--- src/shared/usb_irq_map.svh ---
// Register map, field positions, reset values and timing counts of the USB flag block
`ifndef USB_IRQ_MAP_SVH
`define USB_IRQ_MAP_SVH

// ============================================================
// Register addresses (byte addresses, one 32-bit word each)
`define REG_ADDR_W 8
`define REG_EVENT_FLAGS 8'h00
`define REG_EVENT_ENABLES 8'h04
`define REG_ERROR_FLAGS 8'h08
`define REG_ERROR_ENABLES 8'h0C
`define REG_XFER_STATUS 8'h10
`define REG_CONTROL 8'h14

// ============================================================
// Event flag bit positions
`define EV_BUS_RESET 0
`define EV_ERROR_SUMMARY 1
`define EV_FRAME_START 2
`define EV_TOKEN_DONE 3
`define EV_IDLE_DETECT 4
`define EV_RESUME 5
`define EV_ATTACH 6
`define EV_STALL 7

// ============================================================
// Error flag bit positions
`define ER_PACKET_ID 0
`define ER_CRC5_OR_EOF 1
`define ER_DATA_CRC 2
`define ER_PARTIAL_BYTE 3
`define ER_TURNAROUND 4
`define ER_MEMORY_ACCESS 5
`define ER_BUS_ADDRESS 6
`define ER_STUFF 7

// ============================================================
// Control register fields and reset values
`define CTL_HOST_MODE 0
`define FLAGS_RESET 8'h00
`define ENABLES_RESET 8'h00
`define CONTROL_RESET 1'h0

// ============================================================
// Timing
`define CLK_FREQ_MHZ 200
`define ATTACH_IDLE_TIME_NS 2500
`define RESUME_K_TIME_NS 2500
`define IDLE_DETECT_TIME_MS 3
`define TURNAROUND_LIMIT_BITS 16
`define ATTACH_CYCLES ((`ATTACH_IDLE_TIME_NS * `CLK_FREQ_MHZ + 999) / 1000)
`define RESUME_CYCLES ((`RESUME_K_TIME_NS * `CLK_FREQ_MHZ + 999) / 1000)
`define IDLE_CYCLES (`IDLE_DETECT_TIME_MS * 1000 * `CLK_FREQ_MHZ)

`endif

--- src/shared/usb_irq_pkg.sv ---
// Types shared by the USB interrupt and error flag block
`default_nettype none
package usb_irq_pkg;
	// One entry of the transfer status FIFO
	typedef struct packed {
		logic [3:0] endpoint;
		logic tx_dir;
		logic odd_bank;
	} xfer_status_s;

	// Turnaround watchdog states
	typedef enum logic [0:0] {
		TA_IDLE,
		TA_WAIT
	} ta_state_e;
endpackage
`default_nettype wire

--- src/hdl/usb_interrupt_error_flags.sv ---
// USB event flags, error flags, enables, transfer status FIFO and interrupt request
// How it works
// - Stall pulse from the engine sets the stall flag in either mode.
// - Host mode, bus quiet and not SE0 for 2.5 us sets attach flag.
// - K state held 2.5 us on the data lines sets the resume flag.
// - Bus idle continuously for 3 ms sets the idle detect flag.
// - Token done flag sets when a token finishes; status word holds its endpoint.
// - Software clearing token done pops the transfer status FIFO.
// - Status word is head of a four-entry FIFO, valid only while flag set.
// - Frame start flag: received token in device mode, threshold in host mode.
// - Error summary reflects only enabled error flags and is read-only.
// - Device mode: event bit 0 is bus reset, set on valid bus reset.
// - Host mode: event bit 0 is detach, set on peripheral detach.
// - Eight read/write event enables, zero at reset; bit 0 follows mode.
// - Errors reach the interrupt only while the summary enable is set.
// - Bits 31 to 8 of all flag registers read zero.
// - Error flags are hardware set, write-one-clear, zero at reset.
// - Bit stuff violation sets the stuff error flag.
// - Invalid descriptor table or buffer address sets bus address error.
// - Late bus grant or truncated packet sets memory access error.
// - More than 16 bit-times idle after EOP without response sets timeout.
// - Data field not whole bytes sets the partial byte flag.
// - Data CRC16 failure sets the data CRC error flag.
// - Host mode: error bit 1 sets when busy as frame counter hits zero.
// - Device mode: error bit 1 sets on token CRC5 failure.
// - Packet identifier check failure sets error bit 0.
`timescale 1ns/100ps
`default_nettype none
`include "usb_irq_map.svh"

module usb_interrupt_error_flags #(
	parameter int FIFO_DEPTH = 4,
	parameter int IDLE_CYCLES = `IDLE_CYCLES
) (
	// Clock and reset
	input wire logic sys_clk_in,
	input wire logic rst_b_in,
	// Register port
	input wire logic [`REG_ADDR_W-1:0] reg_addr_in,
	input wire logic [31:0] reg_wr_data_in,
	input wire logic reg_wr_in,
	input wire logic reg_rd_in,
	output logic [31:0] reg_rd_data_out,
	// Bus line state
	input wire logic bus_active_in,
	input wire logic bus_se0_in,
	input wire logic bus_kstate_in,
	input wire logic bus_idle_in,
	input wire logic bit_tick_in,
	// Transaction engine events
	input wire logic stall_handshake_in,
	input wire logic token_done_in,
	input wire usb_irq_pkg::xfer_status_s token_status_in,
	input wire logic sof_token_in,
	input wire logic sof_threshold_in,
	input wire logic bus_reset_in,
	input wire logic detach_in,
	input wire logic eop_in,
	input wire logic await_response_in,
	input wire logic response_start_in,
	input wire logic sof_count_zero_in,
	input wire logic link_busy_in,
	// Error events
	input wire logic stuff_error_in,
	input wire logic bus_address_error_in,
	input wire logic memory_access_error_in,
	input wire logic partial_byte_in,
	input wire logic data_crc_error_in,
	input wire logic token_crc_error_in,
	input wire logic packet_id_error_in,
	// Status and interrupt
	output logic status_fifo_full_out,
	output logic host_mode_enable_out,
	output logic module_interrupt_request_out
);
	import usb_irq_pkg::*;

	// ============================================================
	// Elaboration checks
	localparam int ATT_CYC = `ATTACH_CYCLES;
	localparam int RES_CYC = `RESUME_CYCLES;
	localparam int PTR_W = (FIFO_DEPTH > 1) ? $clog2(FIFO_DEPTH) : 1;
	localparam int CNT_W = $clog2(FIFO_DEPTH + 1);
	localparam int ATT_W = $clog2(ATT_CYC + 1);
	localparam int RES_W = $clog2(RES_CYC + 1);
	localparam int IDL_W = $clog2(IDLE_CYCLES + 1);
	localparam int TA_W = $clog2(`TURNAROUND_LIMIT_BITS + 1);

	// Pointer wrap relies on a power-of-two depth
	if (FIFO_DEPTH < 2 || (FIFO_DEPTH & (FIFO_DEPTH - 1)) != 0) begin
		$error("FIFO_DEPTH must be a power of two, at least 2");
	end
	// Parked timers compare against the limit minus one
	if (IDLE_CYCLES < 2) begin
		$error("IDLE_CYCLES must be at least 2");
	end
	if (ATT_CYC < 2 || RES_CYC < 2) begin
		$error("attach and resume times must span at least 2 cycles");
	end
	if (`REG_ADDR_W < 5) begin
		$error("register address too narrow for the map");
	end

	// ============================================================
	// State
	typedef struct packed {
		logic [7:0] ev_flag;
		logic [7:0] ev_en;
		logic [7:0] err_flag;
		logic [7:0] err_en;
		logic host_en;
		logic [31:0] rd_data;
		logic attached;
		logic [ATT_W-1:0] att_cnt;
		logic [RES_W-1:0] res_cnt;
		logic [IDL_W-1:0] idle_cnt;
		ta_state_e ta_state;
		logic [TA_W-1:0] ta_cnt;
		xfer_status_s [FIFO_DEPTH-1:0] fifo;
		logic [PTR_W-1:0] wr_ptr;
		logic [PTR_W-1:0] rd_ptr;
		logic [CNT_W-1:0] fill;
	} state_s;

	state_s st_r;
	state_s st_nxt;

	// ============================================================
	// Derived views
	logic fifo_empty;
	logic fifo_full;
	logic token_done_flag;
	logic error_summary_flag;
	logic [7:0] ev_view;
	xfer_status_s head;

	assign fifo_empty = (st_r.fill == '0);
	assign fifo_full = (st_r.fill == CNT_W'(FIFO_DEPTH));
	assign token_done_flag = !fifo_empty;
	assign error_summary_flag = |(st_r.err_flag & st_r.err_en);
	assign head = st_r.fifo[st_r.rd_ptr];

	// Token done and summary are live views, never stored
	always_comb begin
		ev_view = st_r.ev_flag;
		ev_view[`EV_TOKEN_DONE] = token_done_flag;
		ev_view[`EV_ERROR_SUMMARY] = error_summary_flag;
	end

	// ============================================================
	// Next state
	logic wr_ev;
	logic wr_err;
	logic pop;
	logic push;
	logic [7:0] ev_set;
	logic [7:0] err_set;
	logic [7:0] ev_clr;
	logic [7:0] err_clr;
	logic att_ok;

	always_comb begin
		st_nxt = st_r;
		wr_ev = reg_wr_in && (reg_addr_in == `REG_EVENT_FLAGS);
		wr_err = reg_wr_in && (reg_addr_in == `REG_ERROR_FLAGS);
		ev_set = 8'h00;
		err_set = 8'h00;

		// Event sources; bit 0 and the frame start source follow the mode
		ev_set[`EV_STALL] = stall_handshake_in;
		if (st_r.host_en) begin
			ev_set[`EV_FRAME_START] = sof_threshold_in;
			ev_set[`EV_BUS_RESET] = detach_in;
		end else begin
			ev_set[`EV_FRAME_START] = sof_token_in;
			ev_set[`EV_BUS_RESET] = bus_reset_in;
		end

		// Attach: quiet, non-SE0 bus in host mode, once per attachment
		att_ok = st_r.host_en && !bus_active_in && !bus_se0_in && !st_r.attached;
		if (!att_ok) begin
			st_nxt.att_cnt = '0;
		end else if (st_r.att_cnt == ATT_W'(ATT_CYC - 1)) begin
			ev_set[`EV_ATTACH] = 1'b1;
			st_nxt.attached = 1'b1;
			st_nxt.att_cnt = '0;
		end else begin
			st_nxt.att_cnt = st_r.att_cnt + 1'b1;
		end
		if (!st_r.host_en || detach_in) begin
			st_nxt.attached = 1'b0;
		end

		// Resume: counter parks at the limit so a long K fires once
		if (!bus_kstate_in) begin
			st_nxt.res_cnt = '0;
		end else if (st_r.res_cnt == RES_W'(RES_CYC - 1)) begin
			ev_set[`EV_RESUME] = 1'b1;
			st_nxt.res_cnt = RES_W'(RES_CYC);
		end else if (st_r.res_cnt != RES_W'(RES_CYC)) begin
			st_nxt.res_cnt = st_r.res_cnt + 1'b1;
		end

		// Idle detect, same parking scheme
		if (!bus_idle_in) begin
			st_nxt.idle_cnt = '0;
		end else if (st_r.idle_cnt == IDL_W'(IDLE_CYCLES - 1)) begin
			ev_set[`EV_IDLE_DETECT] = 1'b1;
			st_nxt.idle_cnt = IDL_W'(IDLE_CYCLES);
		end else if (st_r.idle_cnt != IDL_W'(IDLE_CYCLES)) begin
			st_nxt.idle_cnt = st_r.idle_cnt + 1'b1;
		end

		// Turnaround watchdog, counted in bit times after EOP
		// A response in the same cycle as the last tick is not a timeout
		case (st_r.ta_state)
			TA_IDLE: begin
				st_nxt.ta_cnt = '0;
				if (eop_in && await_response_in) begin
					st_nxt.ta_state = TA_WAIT;
				end
			end
			TA_WAIT: begin
				if (response_start_in) begin
					st_nxt.ta_state = TA_IDLE;
				end else if (bit_tick_in) begin
					if (st_r.ta_cnt == TA_W'(`TURNAROUND_LIMIT_BITS)) begin
						err_set[`ER_TURNAROUND] = 1'b1;
						st_nxt.ta_state = TA_IDLE;
					end else begin
						st_nxt.ta_cnt = st_r.ta_cnt + 1'b1;
					end
				end
			end
			default: begin
				st_nxt.ta_state = TA_IDLE;
			end
		endcase

		// Error sources
		err_set[`ER_STUFF] = stuff_error_in;
		err_set[`ER_BUS_ADDRESS] = bus_address_error_in;
		err_set[`ER_MEMORY_ACCESS] = memory_access_error_in;
		err_set[`ER_PARTIAL_BYTE] = partial_byte_in;
		err_set[`ER_DATA_CRC] = data_crc_error_in;
		err_set[`ER_PACKET_ID] = packet_id_error_in;
		if (st_r.host_en) begin
			err_set[`ER_CRC5_OR_EOF] = sof_count_zero_in && link_busy_in;
		end else begin
			err_set[`ER_CRC5_OR_EOF] = token_crc_error_in;
		end

		// Write-one-clear; a set in the same cycle wins
		ev_clr = wr_ev ? reg_wr_data_in[7:0] : 8'h00;
		err_clr = wr_err ? reg_wr_data_in[7:0] : 8'h00;
		st_nxt.ev_flag = (st_r.ev_flag & ~ev_clr) | ev_set;
		st_nxt.ev_flag[`EV_TOKEN_DONE] = 1'b0;
		st_nxt.ev_flag[`EV_ERROR_SUMMARY] = 1'b0;
		st_nxt.err_flag = (st_r.err_flag & ~err_clr) | err_set;

		// Status FIFO; a full FIFO drops, so the engine must watch the full output
		// Popping an empty FIFO is ignored, so a stray clear is harmless
		pop = ev_clr[`EV_TOKEN_DONE] && !fifo_empty;
		push = token_done_in && !fifo_full;
		if (push) begin
			st_nxt.fifo[st_r.wr_ptr] = token_status_in;
			st_nxt.wr_ptr = st_r.wr_ptr + 1'b1;
		end
		if (pop) begin
			st_nxt.rd_ptr = st_r.rd_ptr + 1'b1;
		end
		st_nxt.fill = st_r.fill + CNT_W'(push) - CNT_W'(pop);

		// Enable and control writes
		if (reg_wr_in && reg_addr_in == `REG_EVENT_ENABLES) begin
			st_nxt.ev_en = reg_wr_data_in[7:0];
		end
		if (reg_wr_in && reg_addr_in == `REG_ERROR_ENABLES) begin
			st_nxt.err_en = reg_wr_data_in[7:0];
		end
		if (reg_wr_in && reg_addr_in == `REG_CONTROL) begin
			st_nxt.host_en = reg_wr_data_in[`CTL_HOST_MODE];
		end

		// Read data stands for one cycle only; unmapped reads give zero
		st_nxt.rd_data = 32'h0000_0000;
		if (reg_rd_in) begin
			case (reg_addr_in)
				`REG_EVENT_FLAGS: st_nxt.rd_data = {24'h00_0000, ev_view};
				`REG_EVENT_ENABLES: st_nxt.rd_data = {24'h00_0000, st_r.ev_en};
				`REG_ERROR_FLAGS: st_nxt.rd_data = {24'h00_0000, st_r.err_flag};
				`REG_ERROR_ENABLES: st_nxt.rd_data = {24'h00_0000, st_r.err_en};
				`REG_XFER_STATUS: begin
					// Head is meaningless when empty, so show zero then
					if (!fifo_empty) begin
						st_nxt.rd_data = {24'h00_0000, head, 2'b00};
					end
				end
				`REG_CONTROL: st_nxt.rd_data = {31'h0000_0000, st_r.host_en};
				default: st_nxt.rd_data = 32'h0000_0000;
			endcase
		end
	end

	// ============================================================
	// Registers
	always_ff @(posedge sys_clk_in or negedge rst_b_in) begin
		if (!rst_b_in) begin
			st_r <= '0;
			st_r.ev_flag <= `FLAGS_RESET;
			st_r.err_flag <= `FLAGS_RESET;
			st_r.ev_en <= `ENABLES_RESET;
			st_r.err_en <= `ENABLES_RESET;
			st_r.host_en <= `CONTROL_RESET;
			st_r.ta_state <= TA_IDLE;
		end else begin
			st_r <= st_nxt;
		end
	end

	// ============================================================
	// Outputs
	localparam logic [7:0] SUMMARY_BIT = 8'h01 << `EV_ERROR_SUMMARY;
	logic ev_irq;
	logic err_irq;
	always_comb begin
		// Summary bit leaves the event path and takes its own gate below
		ev_irq = |(ev_view & st_r.ev_en & ~SUMMARY_BIT);
		err_irq = error_summary_flag && st_r.ev_en[`EV_ERROR_SUMMARY];
		module_interrupt_request_out = ev_irq || err_irq;
	end

	assign reg_rd_data_out = st_r.rd_data;
	assign status_fifo_full_out = fifo_full;
	assign host_mode_enable_out = st_r.host_en;

endmodule
`default_nettype wire

--- config.mk ---
export PLATFORM = sky130hd
export DESIGN_NAME = usb_interrupt_error_flags
export DESIGN_NICKNAME = d
export VERILOG_FILES = /design/src/shared/usb_irq_pkg.sv /design/src/hdl/usb_interrupt_error_flags.sv
export VERILOG_INCLUDE_DIRS = /design/src /design/src/shared
export SDC_FILE = /design/constraint.sdc
export NUM_CORES = 1
export LEC_CHECK = 0
export BUFFER_PORTS_ARGS = -buffer_cell sky130_fd_sc_hd__buf_4
export CAP_MARGIN = 30
export CORE_ASPECT_RATIO = 0.75
export CORE_MARGIN = 2
export CORE_UTILIZATION = 50
export CTS_BUF_LIST = sky130_fd_sc_hd__clkbuf_16
export CTS_CLUSTER_SIZE = 8
export DETAILED_ROUTE_END_ITERATION = 10
export MAX_ROUTING_LAYER = met4
export PLACE_DENSITY = 0.73
export SYNTH_ARGS = -nofsm -noshare
export SYNTH_HDL_FRONTEND = slang
export SYNTH_SLANG_ARGS = --single-unit
--- constraint.sdc ---
create_clock -name sys_clk_in -period 4.4 [get_ports sys_clk_in]
set_clock_uncertainty 0.05 [all_clocks]
set_input_delay 0.88 -clock sys_clk_in [delete_from_list [all_inputs] [get_ports sys_clk_in]]
set_output_delay 0.88 -clock sys_clk_in [all_outputs]
set_load 0.01 [all_outputs]
---- After elaboration in Yosys (flattened, before gate mapping) ----
Cells that the tools add are included.
Widths: inputs -> output; s select.
storage, ports and cells
  register bits ........................... 139
  bits of input ports ..................... 73
  output and inout port bits .............. 35
  word-level logic and storage cells ...... 135
operators by class
  $add $sub $neg .......................... 8
  $lt $le $gt $ge ......................... 3
  eq/ne operators ......................... 17
  muxes and demuxes ....................... 41
  bitwise logic cells ..................... 9
  reductions and logical operators ........ 30
operator list
  operator               count
  $mux 20                3
  $pmux 8 s6             1
  $mux 9                 5
  $and 8x8->8            4
  $mux 8                 4
  $bwmux 24              1
  $add 20x1->20 const B  1
  $eq 20x20->1 const B   1
  $ne 20x20->1 const B   1
  $mux 1                 19
  $add 9x1->9 const B    2
  $eq 9x9->1 const B     2
  $mux 6                 3
  $eq 8x4->1 const B     2
  $eq 8x5->1 const B     2
  $not 8->8              2
  $or 8x8->8             2
  $logic_and 1x1->1      14
  $bmux 6 s2             1
  $demux 6 s2            1
  $pmux 6 s2             1
  $mux 5                 2
  $ne 9x9->1 const B     1
  $eq 8x3->1 const B     1
  other kinds (20)       32

---- Depth between registers and ports, before layout ----
Gate-level depths: netlist of run 1.
  depth in word-level cells ............... 6
  mapped depth ............................ 10
  gate-level depth less buffers ........... 8

---- Worst setup path after synthesis of run 1 ----
Ideal clock, no wire load.
  path kind ............................... input port to flip-flop
  start point ............................. input port reg_addr_in[5]
  end point ............................... register st_r[2] (netlist name)
  setup time .............................. 123 ps
  arrival time ............................ 2988 ps
  data required time ...................... 4227 ps
  setup slack ............................. 1239 ps
  stages .................................. 9
  buffers on the path ..................... 1
  cells stage by stage .................... or4_4 buf_6 nor4b_4 and3_4 ha_1 inv_1 ha_1 fa_1 xnor2_1
RTL lines
  item                  line                              RTL
  start, declared       usb_interrupt_error_flags.sv:39   input wire logic [`REG_ADDR_W-1:0] reg_addr_in,
  end signal, assigned  usb_interrupt_error_flags.sv:317  st_r <= st_nxt;
  end, declared         usb_interrupt_error_flags.sv:125  state_s st_r;

==> results of run 1 <==
-- power by group through the flow --
stage | clock network [mW] | logic, mW | registers [mW]
final | 1.41 | 0.514 | 1.32
after detailed placement | 0 | 0.511 | 1.34
after floorplan | 0 | 0.373 | 1.30
after CTS | 1.43 | 0.517 | 1.32
after global routing | 1.48 | 0.561 | 1.34
after global placement | 0 | 0.481 | 1.32
-- worst max-delay path by stage --
| stage | from | endpoint | slack [ps] | cells past startpoint |
|---|---|---|---|---|
| CTS | reg_addr_in[5] | st_r[2] | 1470 | 10 |
| finish | reg_addr_in[5] | st_r[2] | 1460 | 10 |
| global route | reg_addr_in[5] | st_r[2] | 1380 | 10 |
| global placement | reg_addr_in[5] | st_r[2] | 1100 | 10 |
| detailed placement | reg_addr_in[5] | st_r[2] | 1040 | 10 |
| floorplan | reg_addr_in[5] | st_r[2] | 1240 | 9 |
-- flip-flops by register name, indices dropped and copies added (netlist names) --
name,cells
ev_view,6
host_mode_enable_out,1
reg_rd_data_out,8
st_r,100
-- cell usage after synthesis (all sizes together), types with 9 or more instances --
cell	n	share of area, %
dfrtp	115	48
mux2	45	8.5
nand2	44	2.8
buf	41	4.8
nor2	36	2.3
a21oi	22	1.8
inv	22	1.4
xnor2	20	2.9
nor3	17	1.8
o21ai	17	1.4
nand3	16	1.3
ha	13	2.7
mux2i	12	2.0
nand4	11	1.2
a22oi	10	1.3
or3	10	1.0
a21o	9	1.1
-- final cells by class --
| type | instances | area, um^2 | area share [%] |
|---|---|---|---|
| Tap cell | 162 | 203 | 2.88 |
| Clock inverter | 15 | 181 | 2.58 |
| Timing Repair Buffer | 62 | 465 | 6.61 |
| Multi-Input combinational cell | 390 | 2800 | 39.8 |
| Clock buffer | 17 | 425 | 6.04 |
| Sequential cell | 115 | 2880 | 40.9 |
| Inverter | 23 | 86.3 | 1.23 |
-- logic make-up (layout without fill, tap and decap cells) --
| logic type | count (synthesis) | count (layout) | synth area share (%) |
|---|---|---|---|
| AOI/OAI and AO/OA | 80 | 80 | 8.81 |
| xor gates and xnor gates | 27 | 27 | 4.08 |
| adders and majority gates | 14 | 14 | 3.06 |
| buffers and inverters | 67 | 117 | 6.44 |
| DFF | 115 | 115 | 48.1 |
| muxes | 63 | 63 | 12.7 |
| other | 1 | 24 | 0.0627 |
| and+or+nand+nor | 182 | 182 | 16.7 |
-- worst reg2reg max path, stage by stage (launching register included) --
cell     delay [ps]
dfrtp_1         410
nor3b_1         170
nor2b_1         440
inv_1           100
ha_1            290
inv_1            40
ha_1            180
fa_1            390
xnor2_1         150
-- routing by layer --
| layer | wire (um) | GRT usage (%) | up-vias | part of all wire (%) |
|---|---|---|---|---|
| li1 | - | - | 2037 | - |
| met1 | 6190 | 29.9 | 2183 | 46 |
| met2 | 6410 | 36.7 | 115 | 47 |
| met3 | 750 | 6.51 | 22 | 5.5 |
| met4 | 223 | 7.61 | 0 | 1.6 |
| met5 | 0 | - | - | 0 |
==> flow_metrics.env, run 1 <==
export IMPL_fmax_mhz=341
export IMPL_gp_congestion=0.856
export IMPL_clk_pin_slew_ps=60
export IMPL_yosysSeqAreaShare_pct=48.1
export IMPL_cp_arrival_ps=3190
export IMPL_cts_root_buffer="clkbuf_16"
export IMPL_ant_nets=0
export IMPL_r2r_slack_ps=2080
export IMPL_status="completed"
export IMPL_start_util_pct=51.5
export IMPL_async_flop_share_pct=100
export IMPL_crit_reg2reg_capture="st_r[2]"
export IMPL_fin_util_pct=60.6
export IMPL_final_area_mm2=0.00704
export IMPL_period_minus_slack_ps=2940
export IMPL_max_slew_margin_pct=51.9
export IMPL_port_buffers=59
export IMPL_crit_type="in -> reg"
export IMPL_grt_pass1_vias=4508
export IMPL_grt_overflow=0
export IMPL_intPower_mw=2.38
export IMPL_area_growth_syn_to_layout_pct=17.8
export IMPL_post_dp_cell_area_mm2=0.00643
export IMPL_drt_iter0_drc=281
export IMPL_drv_cap=0
export IMPL_post_cts_buffers=0
export IMPL_combPwrFrac_pct=15.8
export IMPL_rsz0062_at_grt="false"
export IMPL_synth_warnings=0
export IMPL_hold_end="st_r[66]"
export IMPL_power_mw=3.24
export IMPL_setup_slack_ps=1460
export IMPL_finalSetupViolCount=0
export IMPL_dr_pass1_iters=4
export IMPL_clock_latency_ps=410
export IMPL_nets=696
export IMPL_min_path_cells=1
export IMPL_timing_critical_path_buf_inv=3
export IMPL_avgRoutedWirePerCell_um=17.3
export IMPL_synthDistinctLibCells=64
export IMPL_tns_ps=0
export IMPL_fillers=935
export IMPL_vias_per_cell=5.56
export IMPL_ys_flop_type="dfrtp_1"
export IMPL_final_common_cell="dfrtp_1"
export IMPL_rr_worst_depth=8
export IMPL_wirelength_um=13600
export IMPL_core_mm2=0.0116
export IMPL_final_cell_mix="115 x dfrtp_1, 62 x buf_4, 45 x mux2_2"
export IMPL_hold_start="st_r[66]"
export IMPL_numClockSinks=115
export IMPL_ctsHtreeMaxLevel=4
export IMPL_n_antenna_cell=0
export IMPL_power_frac_clock_pct=43.4
export IMPL_critPathMaxStageDelay_ps=630
export IMPL_dpl_cell_count=752
export IMPL_ctsResizeCount=0
export IMPL_crit_reg2reg_launch="st_r[2]"
export IMPL_cts_tree="yes"
export IMPL_num_io_pins=108
export IMPL_place_ws_ps=1040
export IMPL_grt_max_degree=58
export IMPL_crit_chain="buf_4, or4_4, nor4b_4, buf_4, and3_4, ha_1, inv_1, ha_1, fa_1, xnor2_1"
export IMPL_slowest_stage="or4_4"
export IMPL_end_kind="register"
export IMPL_synth_area_mm2=0.00598
export IMPL_die_area_mm2=0.0129
export IMPL_syn_inst=549
export IMPL_worstPathRequired_ps=4650
export IMPL_synth_edf_count=0
export IMPL_grt_pass1_wl_um=22500
export IMPL_grt_total_usage_pct=23.5
export IMPL_slew_violations=0
export IMPL_die_y_um=98.7
export IMPL_instances_no_fill=784
export IMPL_vias=4357
export IMPL_hold_class="reg -> reg"
export IMPL_clk_path_buf_depth=2
export IMPL_drc=0
export IMPL_die_w_um=130
export IMPL_critPathTopFamily="simple AND/OR/NAND/NOR gates"
export IMPL_numCtsBuffers=17
export IMPL_worstSetupStartpointType="input pin"
export IMPL_power_switching_mw=0.863
export IMPL_ir_drop_mv=0.296
export IMPL_syn_area_per_cell_um2=10.9
export IMPL_power_density_mw_per_mm2=461
export IMPL_ys_seq_elements=115
export IMPL_cp_max_fo=9
export IMPL_period_share_pct=66.7
export IMPL_antenna_found_initial=0
export IMPL_holdWs_ps=434
export IMPL_hold_viol=0
export IMPL_dp_hpwl_um=9610
export IMPL_p_seq_share_pct=40.8
export IMPL_switching_share_pct=26.6
export IMPL_rows=34
export IMPL_drive_gt1_share_pct=25.1
export IMPL_p_leak_nw=3.04
export IMPL_cts_hold_buf=0
export IMPL_worst_slew_pin_slew_ps=712
Power figures use the tool's default switching activity.
==> run 2, diff against run 1 <==
--- a/config.mk
+++ b/config.mk
@@ -15,7 +15,7 @@
 export CTS_CLUSTER_SIZE = 8
 export DETAILED_ROUTE_END_ITERATION = 10
 export MAX_ROUTING_LAYER = met4
-export PLACE_DENSITY = 0.73
+export PLACE_DENSITY = 0.76
 export SYNTH_ARGS = -nofsm -noshare
 export SYNTH_HDL_FRONTEND = slang
 export SYNTH_SLANG_ARGS = --single-unit
==> constraint.sdc (replaced) <==
create_clock -name sys_clk_in -period 2.55 [get_ports sys_clk_in]
set_clock_uncertainty 0.05 [all_clocks]
set_input_delay 0.51 -clock sys_clk_in [delete_from_list [all_inputs] [get_ports sys_clk_in]]
set_output_delay 0.51 -clock sys_clk_in [all_outputs]
set_load 0.01 [all_outputs]
==> run 2 against run 1 <==
Against the previous run: non-clock buffer count increased by 17; routed wire length decreased by 0.38%; register-to-register slack got worse by 1800 ps; setup slack got worse by 1400 ps; cell count increased by 2.2%; combinational power increased by 79%; hold slack got worse by 380 ps; sequential share of layout area decreased by 0.95 points; highest routed layer unchanged.
==> flow_metrics.env, run 2 (same netlist as run 1, synthesis figures left out) <==
export IMPL_final_seq_area_mm2=0.00288
export IMPL_crit_reg2reg_capture="st_r[2]"
export IMPL_worstPathRequired_ps=1990
export IMPL_ir_drop_mv=0.475
export IMPL_grt_overflow=0
export IMPL_worst_slew_pin_slew_ps=712
export IMPL_nets=713
export IMPL_drv_cap=0
export IMPL_max_slew_margin_pct=51.9
export IMPL_core_mm2=0.0116
export IMPL_die_w_um=130
export IMPL_die_area_mm2=0.0129
export IMPL_slowest_stage="or3_1"
export IMPL_cts_tree="yes"
export IMPL_hold_class="in -> async"
export IMPL_critPathMaxStageDelay_ps=470
export IMPL_final_cell_mix="115 x dfrtp_1, 77 x buf_4, 45 x mux2_2"
export IMPL_numClockSinks=115
export IMPL_final_common_cell="dfrtp_1"
export IMPL_vias_per_cell=5.54
export IMPL_antenna_found_initial=0
export IMPL_cts_hold_buf=0
export IMPL_end_kind="primary output"
export IMPL_finalSetupViolCount=0
export IMPL_start_util_pct=51.5
export IMPL_rr_worst_depth=7
export IMPL_rsz0062_at_grt="false"
export IMPL_dp_hpwl_um=9610
export IMPL_avgRoutedWirePerCell_um=16.9
export IMPL_holdWs_ps=55.7
export IMPL_ctsHtreeMaxLevel=4
export IMPL_drc=0
export IMPL_period_share_pct=95.6
export IMPL_clk_pin_slew_ps=50
export IMPL_crit_type="reg -> out"
export IMPL_crit_reg2reg_launch="st_r[2]"
export IMPL_fin_util_pct=62.1
export IMPL_wirelength_um=13500
export IMPL_post_dp_cell_area_mm2=0.00661
export IMPL_n_antenna_cell=0
export IMPL_drt_iter0_drc=424
export IMPL_period_minus_slack_ps=2440
export IMPL_dr_pass1_iters=4
export IMPL_largest_reg_flops=100
export IMPL_cp_startpoint="st_r[2]"
export IMPL_ant_nets=0
export IMPL_slew_violations=0
export IMPL_r2r_slack_ps=300
export IMPL_num_io_pins=108
export IMPL_grt_max_degree=45
export IMPL_hold_viol=0
export IMPL_clk_path_buf_depth=2
export IMPL_fillers=925
export IMPL_rows=34
export IMPL_grt_total_usage_pct=23.2
export IMPL_cp_arrival_ps=1880
export IMPL_vias=4440
export IMPL_largest_register="st_r"
export IMPL_post_cts_buffers=0
export IMPL_power_density_mw_per_mm2=776
export IMPL_drive_gt1_share_pct=26.6
export IMPL_status="completed"
export IMPL_clock_latency_ps=410
export IMPL_ctsResizeCount=0
export IMPL_numCtsBuffers=17
export IMPL_grt_pass1_wl_um=22200
export IMPL_cts_root_buffer="clkbuf_16"
export IMPL_port_buffers=59
export IMPL_final_area_mm2=0.00721
export IMPL_area_growth_syn_to_layout_pct=20.6
export IMPL_die_y_um=98.7
export IMPL_fmax_mhz=410
export IMPL_grt_pass1_vias=4439
export IMPL_multi_input_area_mm2=0.00283
export IMPL_worstSetupStartpointType="register"
export IMPL_cp_max_fo=4
export IMPL_gp_congestion=0.903
export IMPL_p_leak_nw=3.14
export IMPL_crit_chain="or3_1, a221o_1, buf_4"
==> run 2: cell count changes in the layout (fill, tap and decap cells not counted), sizes merged <==
cell / change
buf: +17
clkinv: +4
inv: -3
clkinvlp: -2
bufinv: +1
==> run 2: stage by stage <==
step	TNS, ps	cells	setup WS, ps	total power [mW]
floorplan	-437	572	-232	2.90
global placement	-134	769	-80.8	3.13
detailed placement	-201	769	-120	3.21
CTS	0	801	115	5.63
global route	0	801	63.4	5.85
finish	0	801	113	5.60
==> run 2: how the worst max path moves through the flow <==
| stage | to | slack, ps | cells after the start |
|---|---|---|---|
| 4_1_cts | module_interrupt_request_out | 120 | 3 |
| 3_5_place_dp | st_r[2] | -120 | 9 |
| 3_3_place_gp | st_r[2] | -80 | 9 |
| 6_report | module_interrupt_request_out | 110 | 3 |
| 2_1_floorplan | st_r[2] | -230 | 9 |
| 5_1_grt | module_interrupt_request_out | 60 | 3 |
==> run 2: power by group <==
part | internal [mW] | total, mW | switching, mW
Clock | 1.60 | 2.40 | 0.795
Sequential | 2.10 | 2.28 | 0.181
Combinational | 0.493 | 0.920 | 0.428
==> run 2: cell type report <==
cell class / count / area share (%)
Sequential cell: 115 / 39.9
Clock inverter: 15 / 2.38
Tap cell: 162 / 2.81
Inverter: 23 / 1.20
Multi-Input combinational cell: 390 / 39.2
Timing Repair Buffer: 79 / 8.57
Clock buffer: 17 / 5.90
==> run 2: critical path: cells and delay by family, from the launching register on <==
kind	cells	cell delay (ps)
compound gates	1	420
buf+inv	1	160
flops	1	410
simple gates	1	470
==> run 2: routing by layer <==
metal / GRT usage, % / up-vias / routed length, um
met4: 6.04 / 0 / 218
li1: - / 2070 / -
met1: 30.0 / 2198 / 6050
met3: 8.20 / 22 / 925
met5: - / - / 0
met2: 35.0 / 150 / 6330
